`src/hdl/sfr_flags_cfg.svh`:
```
// Offsets, field positions, reset values and timing counts of the flag bank
// Assumes inclusion by bare name from files that need the register map
`ifndef SFR_FLAGS_CFG_SVH
`define SFR_FLAGS_CFG_SVH

// Register indices; the byte address is four times the index
`define SFR_IDX_FLAGS_ONE   4'h2
`define SFR_IDX_FLAGS_TWO   4'h3
`define SFR_IDX_ENABLES_TWO 4'h5

// Flag register 1 fields
`define F1_WDT_POS  0
`define F1_OF_POS   1
`define F1_P0_POS   2
`define F1_P1_POS   3
`define F1_NMI_POS  4
`define F1_RESET    5'h02

// Flag register 2 fields
`define F2_RX_POS   0
`define F2_TX_POS   1
`define F2_BT_POS   7
`define F2_RESET    3'h2

// Module enable register 2 fields
`define ME2_RX_POS  0
`define ME2_TX_POS  1
`define ME2_RESET   2'h0

// Cycles from an accepted address phase to hreadyout high
`define BUS_WAIT_CYCLES 1

`endif

```
`src/hdl/sfr_flags_pkg.sv`:
```
// Types shared by the flag bank and its testbench
// Assumes sfr_flags_cfg.svh holds the numeric constants
package sfr_flags_pkg;

  typedef struct packed {
    logic pin_nonmask_flag;
    logic port_bit1_flag;
    logic port_bit0_flag;
    logic osc_fault_flag;
    logic watchdog_flag;
  } flags_one_t;

  typedef struct packed {
    logic basic_timer_flag;
    logic serial_tx_flag;
    logic serial_rx_flag;
  } flags_two_t;

  typedef struct packed {
    logic serial_tx_enable;
    logic serial_rx_enable;
  } enables_two_t;

  typedef enum logic [1:0] {
    SEL_NONE  = 2'b00,
    SEL_F1    = 2'b01,
    SEL_F2    = 2'b10,
    SEL_ME2   = 2'b11
  } reg_sel_t;

  typedef enum logic [0:0] {
    BUS_IDLE = 1'b0,
    BUS_WAIT = 1'b1
  } bus_state_t;

endpackage : sfr_flags_pkg

```
`src/hdl/pin_event_sync.sv`:
```
// Two-stage synchroniser and edge detector for asynchronous event pins
// Assumes pins are asynchronous to hclk; edge select comes from hclk logic
`timescale 1ns/1ns
`default_nettype none

module pin_event_sync
#(
  parameter int WIDTH = 3
)
(
  input  wire logic             clk,
  input  wire logic             rst_n,
  input  wire logic             ce,
  input  wire logic [WIDTH-1:0] pin_in,
  input  wire logic [WIDTH-1:0] fall_sel,
  output logic      [WIDTH-1:0] event_o
);

  logic [WIDTH-1:0] meta_r;
  logic [WIDTH-1:0] sync_r;
  logic [WIDTH-1:0] prev_r;

  generate
    if (WIDTH < 1)
    begin : g_bad_width
      $error("pin_event_sync: WIDTH must be at least 1");
    end
  endgenerate

  // First stage feeds only the second
  always_ff @(posedge clk or negedge rst_n)
  begin
    if (!rst_n)
    begin
      meta_r <= '0;
      sync_r <= '0;
      prev_r <= '0;
    end
    else if (ce)
    begin
      meta_r <= pin_in;
      sync_r <= meta_r;
      prev_r <= sync_r;
    end
  end

  // One-cycle pulse on the selected edge
  assign event_o = (sync_r ^ prev_r) & ((fall_sel & prev_r) | (~fall_sel & sync_r));

endmodule : pin_event_sync

`default_nettype wire

```
`src/hdl/sfr_flags.sv`:
```
// Special function flag and module enable registers on an AHB-Lite slave
// Assumes one master, single word transfers, event inputs from hclk logic
// except the three pins, which are synchronised here
// Function
// - Flag and enable bits sit in the lowest byte of word registers at indices 2, 3 and 5.
// - Unassigned bit positions have no flip-flop behind them.
// - Watchdog flag sets on counter overflow or security key violation.
// - Watchdog flag clears on power-on or pin reset.
// - Oscillator-fault flag sets on oscillator fault; software reads and writes it.
// - Pin non-maskable flag sets on the configured edge at the pin.
// - Port bit 0 flag sets on its event, clears at reset, is writable.
// - Port bit 1 flag sets on its event, pin shared with timer receive.
// - Serial receive flag clears at reset, sets on a received character.
// - Serial transmit flag resets to 1 and is software writable.
// - Basic-timer flag is read-write with no meaningful reset value.
// - Enable register holds transmit and receive enables, read-write, reset 0.
// - Flag register 2 holds timer at bit 7, transmit bit 1, receive bit 0.
//
// The AHB-Lite slave port was decided locally.
`timescale 1ns/1ns
`default_nettype none
`include "sfr_flags_cfg.svh"

module sfr_flags
  import sfr_flags_pkg::*;
(
  input  wire logic         hclk,
  input  wire logic         hresetn,
  input  wire logic         ce,
  input  wire logic         hsel,
  input  wire logic [31:0]  haddr,
  input  wire logic [1:0]   htrans,
  input  wire logic         hwrite,
  input  wire logic [2:0]   hsize,
  input  wire logic [31:0]  hwdata,
  input  wire logic         hready,
  output logic              hreadyout,
  output logic              hresp,
  output logic      [31:0]  hrdata,
  input  wire logic         wdt_overflow,
  input  wire logic         wdt_key_violation,
  input  wire logic         osc_fault,
  input  wire logic         nmi_pin,
  input  wire logic         nmi_falling,
  input  wire logic         port0_pin,
  input  wire logic         port1_pin,
  input  wire logic         serial_rx_done,
  input  wire logic         serial_tx_ready,
  input  wire logic         basic_timer_tick,
  output flags_one_t        flags_one,
  output flags_two_t        flags_two,
  output enables_two_t      enables_two
);

  ////////////////////////////////////////////////////////////////////////////
  // Declarations

  flags_one_t   flags_one_r;
  flags_one_t   flags_one_nxt;
  flags_two_t   flags_two_r;
  flags_two_t   flags_two_nxt;
  enables_two_t enables_two_r;
  enables_two_t enables_two_nxt;
  bus_state_t   state_r;
  reg_sel_t     sel_r;
  logic         wr_r;
  logic         hreadyout_r;
  logic [31:0]  hrdata_r;
  logic         take;
  logic         commit;
  logic         wr_commit;
  logic [2:0]   pin_evt;
  logic         nmi_evt;
  logic         port0_evt;
  logic         port1_evt;
  logic [7:0]   wbyte;

  ////////////////////////////////////////////////////////////////////////////
  // Functions

  // Byte address of a register index
  function automatic logic [31:0] idx_addr(input logic [3:0] idx);
    idx_addr = {26'h0, idx, 2'b00};
  endfunction : idx_addr

  // Word decode; low two address bits are ignored, unmapped gives SEL_NONE
  function automatic reg_sel_t decode(input logic [31:0] addr);
    logic [31:0] word;
    word = {addr[31:2], 2'b00};
    if (word == idx_addr(`SFR_IDX_FLAGS_ONE))
      decode = SEL_F1;
    else if (word == idx_addr(`SFR_IDX_FLAGS_TWO))
      decode = SEL_F2;
    else if (word == idx_addr(`SFR_IDX_ENABLES_TWO))
      decode = SEL_ME2;
    else
      decode = SEL_NONE;
  endfunction : decode

  // Packs a register into its byte; unassigned positions read 0
  function automatic logic [7:0] read_byte(input reg_sel_t sel,
                                           input flags_one_t f1,
                                           input flags_two_t f2,
                                           input enables_two_t me);
    logic [7:0] b;
    b = 8'h00;
    case (sel)
      SEL_F1:
      begin
        b[`F1_WDT_POS] = f1.watchdog_flag;
        b[`F1_OF_POS]  = f1.osc_fault_flag;
        b[`F1_P0_POS]  = f1.port_bit0_flag;
        b[`F1_P1_POS]  = f1.port_bit1_flag;
        b[`F1_NMI_POS] = f1.pin_nonmask_flag;
      end
      SEL_F2:
      begin
        b[`F2_RX_POS] = f2.serial_rx_flag;
        b[`F2_TX_POS] = f2.serial_tx_flag;
        b[`F2_BT_POS] = f2.basic_timer_flag;
      end
      SEL_ME2:
      begin
        b[`ME2_RX_POS] = me.serial_rx_enable;
        b[`ME2_TX_POS] = me.serial_tx_enable;
      end
      default:
      begin
        b = 8'h00;
      end
    endcase
    read_byte = b;
  endfunction : read_byte

  ////////////////////////////////////////////////////////////////////////////
  // Pin synchronisers

  // Port pins detect rising edges; pin interrupt edge is software selected
  pin_event_sync #(
    .WIDTH    (3)
  ) u_pins (
    .clk      (hclk),
    .rst_n    (hresetn),
    .ce       (ce),
    .pin_in   ({port1_pin, port0_pin, nmi_pin}),
    .fall_sel ({1'b0, 1'b0, nmi_falling}),
    .event_o  (pin_evt)
  );

  assign nmi_evt   = pin_evt[0];
  assign port0_evt = pin_evt[1];
  assign port1_evt = pin_evt[2];

  ////////////////////////////////////////////////////////////////////////////
  // Bus handshake

  // hsize is not checked: only whole-word transfers are expected
  assign take      = ce && hsel && htrans[1] && hready && (state_r == BUS_IDLE);
  assign commit    = ce && (state_r == BUS_WAIT);
  assign wr_commit = commit && wr_r;
  assign wbyte     = hwdata[7:0];

  // One wait state lets write data arrive before it is stored
  always_ff @(posedge hclk or negedge hresetn)
  begin
    if (!hresetn)
    begin
      state_r     <= BUS_IDLE;
      sel_r       <= SEL_NONE;
      wr_r        <= 1'b0;
      hreadyout_r <= 1'b1;
    end
    else if (ce)
    begin
      case (state_r)
        BUS_IDLE:
        begin
          if (take)
          begin
            state_r     <= BUS_WAIT;
            sel_r       <= decode(haddr);
            wr_r        <= hwrite;
            hreadyout_r <= 1'b0;
          end
        end
        BUS_WAIT:
        begin
          state_r     <= BUS_IDLE;
          hreadyout_r <= 1'b1;
        end
        default:
        begin
          state_r     <= BUS_IDLE;
          hreadyout_r <= 1'b1;
        end
      endcase
    end
  end

  // Read data is held until the next read completes
  always_ff @(posedge hclk or negedge hresetn)
  begin
    if (!hresetn)
      hrdata_r <= 32'h0000_0000;
    else if (commit && !wr_r)
      hrdata_r <= {24'h00_0000, read_byte(sel_r, flags_one_r, flags_two_r, enables_two_r)};
  end

  ////////////////////////////////////////////////////////////////////////////
  // Next values of the flags; set terms are ORed last so they win

  always_comb
  begin
    flags_one_nxt = flags_one_r;
    if (wr_commit && sel_r == SEL_F1)
    begin
      flags_one_nxt.watchdog_flag    = wbyte[`F1_WDT_POS];
      flags_one_nxt.osc_fault_flag   = wbyte[`F1_OF_POS];
      flags_one_nxt.port_bit0_flag   = wbyte[`F1_P0_POS];
      flags_one_nxt.port_bit1_flag   = wbyte[`F1_P1_POS];
      flags_one_nxt.pin_nonmask_flag = wbyte[`F1_NMI_POS];
    end
    if (wdt_overflow || wdt_key_violation)
      flags_one_nxt.watchdog_flag = 1'b1;
    if (osc_fault)
      flags_one_nxt.osc_fault_flag = 1'b1;
    if (port0_evt)
      flags_one_nxt.port_bit0_flag = 1'b1;
    if (port1_evt)
      flags_one_nxt.port_bit1_flag = 1'b1;
    if (nmi_evt)
      flags_one_nxt.pin_nonmask_flag = 1'b1;
  end

  always_comb
  begin
    flags_two_nxt = flags_two_r;
    if (wr_commit && sel_r == SEL_F2)
    begin
      flags_two_nxt.serial_rx_flag   = wbyte[`F2_RX_POS];
      flags_two_nxt.serial_tx_flag   = wbyte[`F2_TX_POS];
      flags_two_nxt.basic_timer_flag = wbyte[`F2_BT_POS];
    end
    if (serial_rx_done)
      flags_two_nxt.serial_rx_flag = 1'b1;
    if (serial_tx_ready)
      flags_two_nxt.serial_tx_flag = 1'b1;
    if (basic_timer_tick)
      flags_two_nxt.basic_timer_flag = 1'b1;
  end

  always_comb
  begin
    enables_two_nxt = enables_two_r;
    if (wr_commit && sel_r == SEL_ME2)
    begin
      enables_two_nxt.serial_rx_enable = wbyte[`ME2_RX_POS];
      enables_two_nxt.serial_tx_enable = wbyte[`ME2_TX_POS];
    end
  end

  ////////////////////////////////////////////////////////////////////////////
  // Storage; only assigned bits have flip-flops

  // Reset here is power-on or pin reset, which also clears the watchdog flag
  always_ff @(posedge hclk or negedge hresetn)
  begin
    if (!hresetn)
      flags_one_r <= flags_one_t'(`F1_RESET);
    else if (ce)
      flags_one_r <= flags_one_nxt;
  end

  // Timer flag has no defined reset value; 0 is used for determinism
  always_ff @(posedge hclk or negedge hresetn)
  begin
    if (!hresetn)
      flags_two_r <= flags_two_t'(`F2_RESET);
    else if (ce)
      flags_two_r <= flags_two_nxt;
  end

  always_ff @(posedge hclk or negedge hresetn)
  begin
    if (!hresetn)
      enables_two_r <= enables_two_t'(`ME2_RESET);
    else if (ce)
      enables_two_r <= enables_two_nxt;
  end

  ////////////////////////////////////////////////////////////////////////////
  // Outputs

  assign hreadyout   = hreadyout_r;
  assign hresp       = 1'b0;
  assign hrdata      = hrdata_r;
  assign flags_one   = flags_one_r;
  assign flags_two   = flags_two_r;
  assign enables_two = enables_two_r;
endmodule : sfr_flags

`default_nettype wire

```
`config.mk`:
```
export PLATFORM = sky130hd
export DESIGN_NAME = sfr_flags
export DESIGN_NICKNAME = d
export VERILOG_FILES = /design/src/hdl/sfr_flags_pkg.sv /design/src/hdl/pin_event_sync.sv /design/src/hdl/sfr_flags.sv
export VERILOG_INCLUDE_DIRS = /design/src /design/src/hdl
export SDC_FILE = /design/constraint.sdc
export NUM_CORES = 1
export LEC_CHECK = 0
export BUFFER_PORTS_ARGS = -buffer_cell sky130_fd_sc_hd__buf_4
export CORE_ASPECT_RATIO = 2
export CORE_MARGIN = 2
export CORE_UTILIZATION = 39
export CTS_CLUSTER_SIZE = 20
export DETAILED_ROUTE_END_ITERATION = 7
export PLACE_DENSITY_LB_ADDON = 0.25
export RECOVER_POWER = 25
export SYNTH_ARGS = -nofsm -noshare
export SYNTH_HDL_FRONTEND = slang
export SYNTH_SLANG_ARGS = --single-unit
```
`constraint.sdc`:
```
create_clock -name hclk -period 2 [get_ports hclk]
set_clock_uncertainty 0.2 [all_clocks]
set_input_delay 0.4 -clock hclk [delete_from_list [all_inputs] [get_ports hclk]]
set_output_delay 0.4 -clock hclk [all_outputs]
set_load 0.1 [all_outputs]
```
==> qor.csv <==
stage;metric;value;unit
drt;DRC viols;0;
setup_path;worst path cell trace;buf_4;
setup_path;CP required;1.40;ns
timing;fin crit share;85.8;%
power;peak supply drop;0.528;mV
drt;1st-pass router iterations;3;
yosys;Simple-Gate Fraction of Synth Area;15.3;%
timing;Fin. Hold Viols;0;
setup_path;Worst Setup Start Kind;register;
yosys;EDFF count, synth;0;
setup_path;worst r2r src;sel_r[0]$_DFFE_PN0P_;
grt;GRT Util Overall;15.4;%
placement;Detail Placement HPWL;2830;um
min_path;worst hold endpoint;u_pins.meta_r[0]$_DFFE_PN0P_;
yosys;Ys Warns;0;
setup_path;crit-path max cell delay;0.55;ns
clocking;Num CTS Buffers;5;
drt;Iteration-0 DRC Markers;9;
placement;pre-CTS setup slack;0.266;ns
yosys;Syn Area/Cell;10.1;um2
timing;crit path time final;1.72;ns
floorplanning;IO Pins;129;
power;power per cell area;748;nW/um2
cells_and_area;most frequent cells in the layout;buf_4, conb_1, dfrtp_1;
timing;setup TNS;0;ns
clocking;CTS-repair resized insts;0;
floorplanning;num rows;32;
yosys;Cell variety after synth;33;
timing;RSZ-0062 raised after global routing;no;
drt;antenna-violating nets left;0;
yosys;Synth Area in Compound Gates;12.2;%
setup_path;critical path class;reg -> out;
grt;largest net degree at the start of global routing;31;
clocking;CTS tree;yes;
yosys;Syn Std Cell Area;1590;um2
cells_and_area;fin nets;315;
yosys;Synth Instances;158;
timing;Setup-failing EPs final;0;
power;Total Power;1600;uW
yosys;synthesis-stage register bit count;30;
clocking;clock root buffer master;clkbuf_8;
yosys;post-synthesis mux area share;8.71;%
cells_and_area;area added between synthesis and finish;34.1;%
yosys;Post-Synth XOR/XNOR Area;0.549;%
setup_path;Worst Reg-to-Reg Cells;4;
floorplanning;Die Y;94.4;um
drt;vias per std cell;4.65;
drt;Total Wirelength;3420;um
setup_path;Levels on crit path;1;
placement;Port-buffer cells;69;
yosys;Yosys top cell area share;42.4;%
min_path;Hold Crit Start;nmi_pin;
clocking;Post-CTS Hold Buffers;1;
clocking;H-tree lvl count;2;
grt;initial antenna violation count;0;
clocking;CTS clk-pin slew, worst paths;0.06;ns
timing;Least-Margin Pin Slew;0.747;ns
setup_path;R2R Path End;flags_one[0]$_DFFE_PN0P_;
timing;f_max;583;MHz
yosys;cells taking the most area after synthesis;dfrtp_1, buf_4, mux2_2, nand2_1, dfstp_2;
timing;Max transition margin;50.2;%
cells_and_area;commonest non-fill, non-tap cell in the layout;buf_4;
grt;first-pass GRT wire length;5410;um
run;max-cap check violation count;0;
setup_path;worst-path fanout max;3;
placement;placed cells;273;
timing;fin worst setup slack;0.284;ns
yosys;Synth area leader;dfrtp_1;
clocking;Setup Buffers After CTS;0;
floorplanning;core footprint;3880;um2
placement;Placer Congestion;0.777;
clocking;Worst-Skew Late Latency;0.28;ns
min_path;Hold Path Depth;2;
grt;number of global-route vias before repair;1279;
setup_path;worst path bufs/invs;1;
setup_path;Worst path slowest cell;dfstp_2;
grt;GRT overflow;0;
yosys;Post-Synth Adder-Cell Area;0;%
min_path;worst hold path type;in -> reg;
clocking;clock buffer depth;2;
cells_and_area;share of cells above drive strength 1;41.6;%
floorplanning;DIE AREA;4650;um2
setup_path;critical path arrival;1.12;ns
cells_and_area;Post-Layout Cell Count;282;
setup_path;CP delay by family, top;flip-flops;
setup_path;CP endpoint kind;output port;
floorplanning;Die X;49.2;um
timing;max-slew violations;0;
yosys;register area share after synthesis;47.3;%
yosys;FFs w/ async S/R, synth;100;%
drt;routed len/inst;12.1;um
yosys;largest family of logic cells by synthesized area;buffers and inverters;
clocking;clk sinks;30;
run_status;status;finished clean;
drt;vias;1310;
floorplanning;Initial Utilization;41.0;%
power;Lkg Pwr;0.00107;uW
setup_path;R2R setup slack;0.45;ns
cells_and_area;diode count;0;
yosys;commonest register cell after synthesis;dfrtp_1;
[per-stage QoR]
| step | hold slack [ns] | instance area (um2) | util, % |
|---|---|---|---|
| 2_1_floorplan | -0.0956 | 1690 | - |
| 3_3_place_gp | 0.147 | 2040 | 52.5 |
| 3_5_place_dp | 0.149 | 2040 | 52.5 |
| 4_1_cts | 0.145 | 2140 | 55.1 |
| 5_1_grt | 0.150 | 2140 | 55.1 |
| 6_report | 0.153 | 2140 | 55.1 |
[sequential cells by signal (all words and copies together), names as in the netlist]
register and flops:
sel_r 2, hreadyout 1, flags_two 3, u_pins.prev_r 3
state_r 1, enables_two 2, flags_one 5, u_pins.meta_r 3
u_pins.sync_r 3, wr_r 1, hrdata 6
[cell type report]
cell class                      count  area, um2
Clock buffer                        7       86.3
Sequential cell                    30        754
Clock inverter                      1       5.00
Timing Repair Buffer               70        526
Tap cell                           51       63.8
Fill cell                         372       1750
Inverter                            4       15.0
Multi-Input combinational cell    119        688
[layer usage]
layer | routed length, um | GRT usage, % | vias to the layer above
met5 | 0 | 0 | -
met4 | 93 | 8.33 | 0
met3 | 258 | 3.32 | 8
met2 | 1990 | 30.7 | 65
met1 | 1080 | 13.5 | 602
li1 | - | - | 635
[cell usage after synthesis, types with 2 or more instances]
library cell,instances
inv_1,4
a22o_1,4
a21oi_1,6
nor4_1,6
o31ai_1,2
mux2_2,11
buf_6,2
nand4_1,2
and3_4,2
a22oi_1,2
dfrtp_1,27
dfstp_2,3
nand2_1,25
nor2_1,5
buf_4,27
o21ai_0,13
[how the worst max path moves through the flow]
stage	slack (ns)	startpoint	endpoint
global route	0.25	flags_two[1]$_DFFE_PN1P_	flags_two[1]
detailed placement	0.27	ce	flags_one[0]$_DFFE_PN0P_
global placement	0.26	ce	flags_one[0]$_DFFE_PN0P_
CTS	0.27	flags_two[1]$_DFFE_PN1P_	flags_two[1]
floorplan	0.30	flags_one[0]$_DFFE_PN0P_	hrdata[0]$_DFFE_PN0P_
finish	0.28	flags_two[1]$_DFFE_PN1P_	flags_two[1]
[report_power, final]
part | switching [uW] | internal, uW
sequential | 23.2 | 647
clock | 211 | 277
combinational | 326 | 116
total | 561 | 1040
[cell families (layout without fill, tap and decap cells)]
group,Yosys count,after routing
muxes,12,12
xor gates and xnor gates,1,1
other,1,27
AOI/OAI and AO/OA,31,31
DFF,30,30
and+or+nand+nor,48,48
buffers and inverters,35,82
Power figures use the tool's default switching activity.
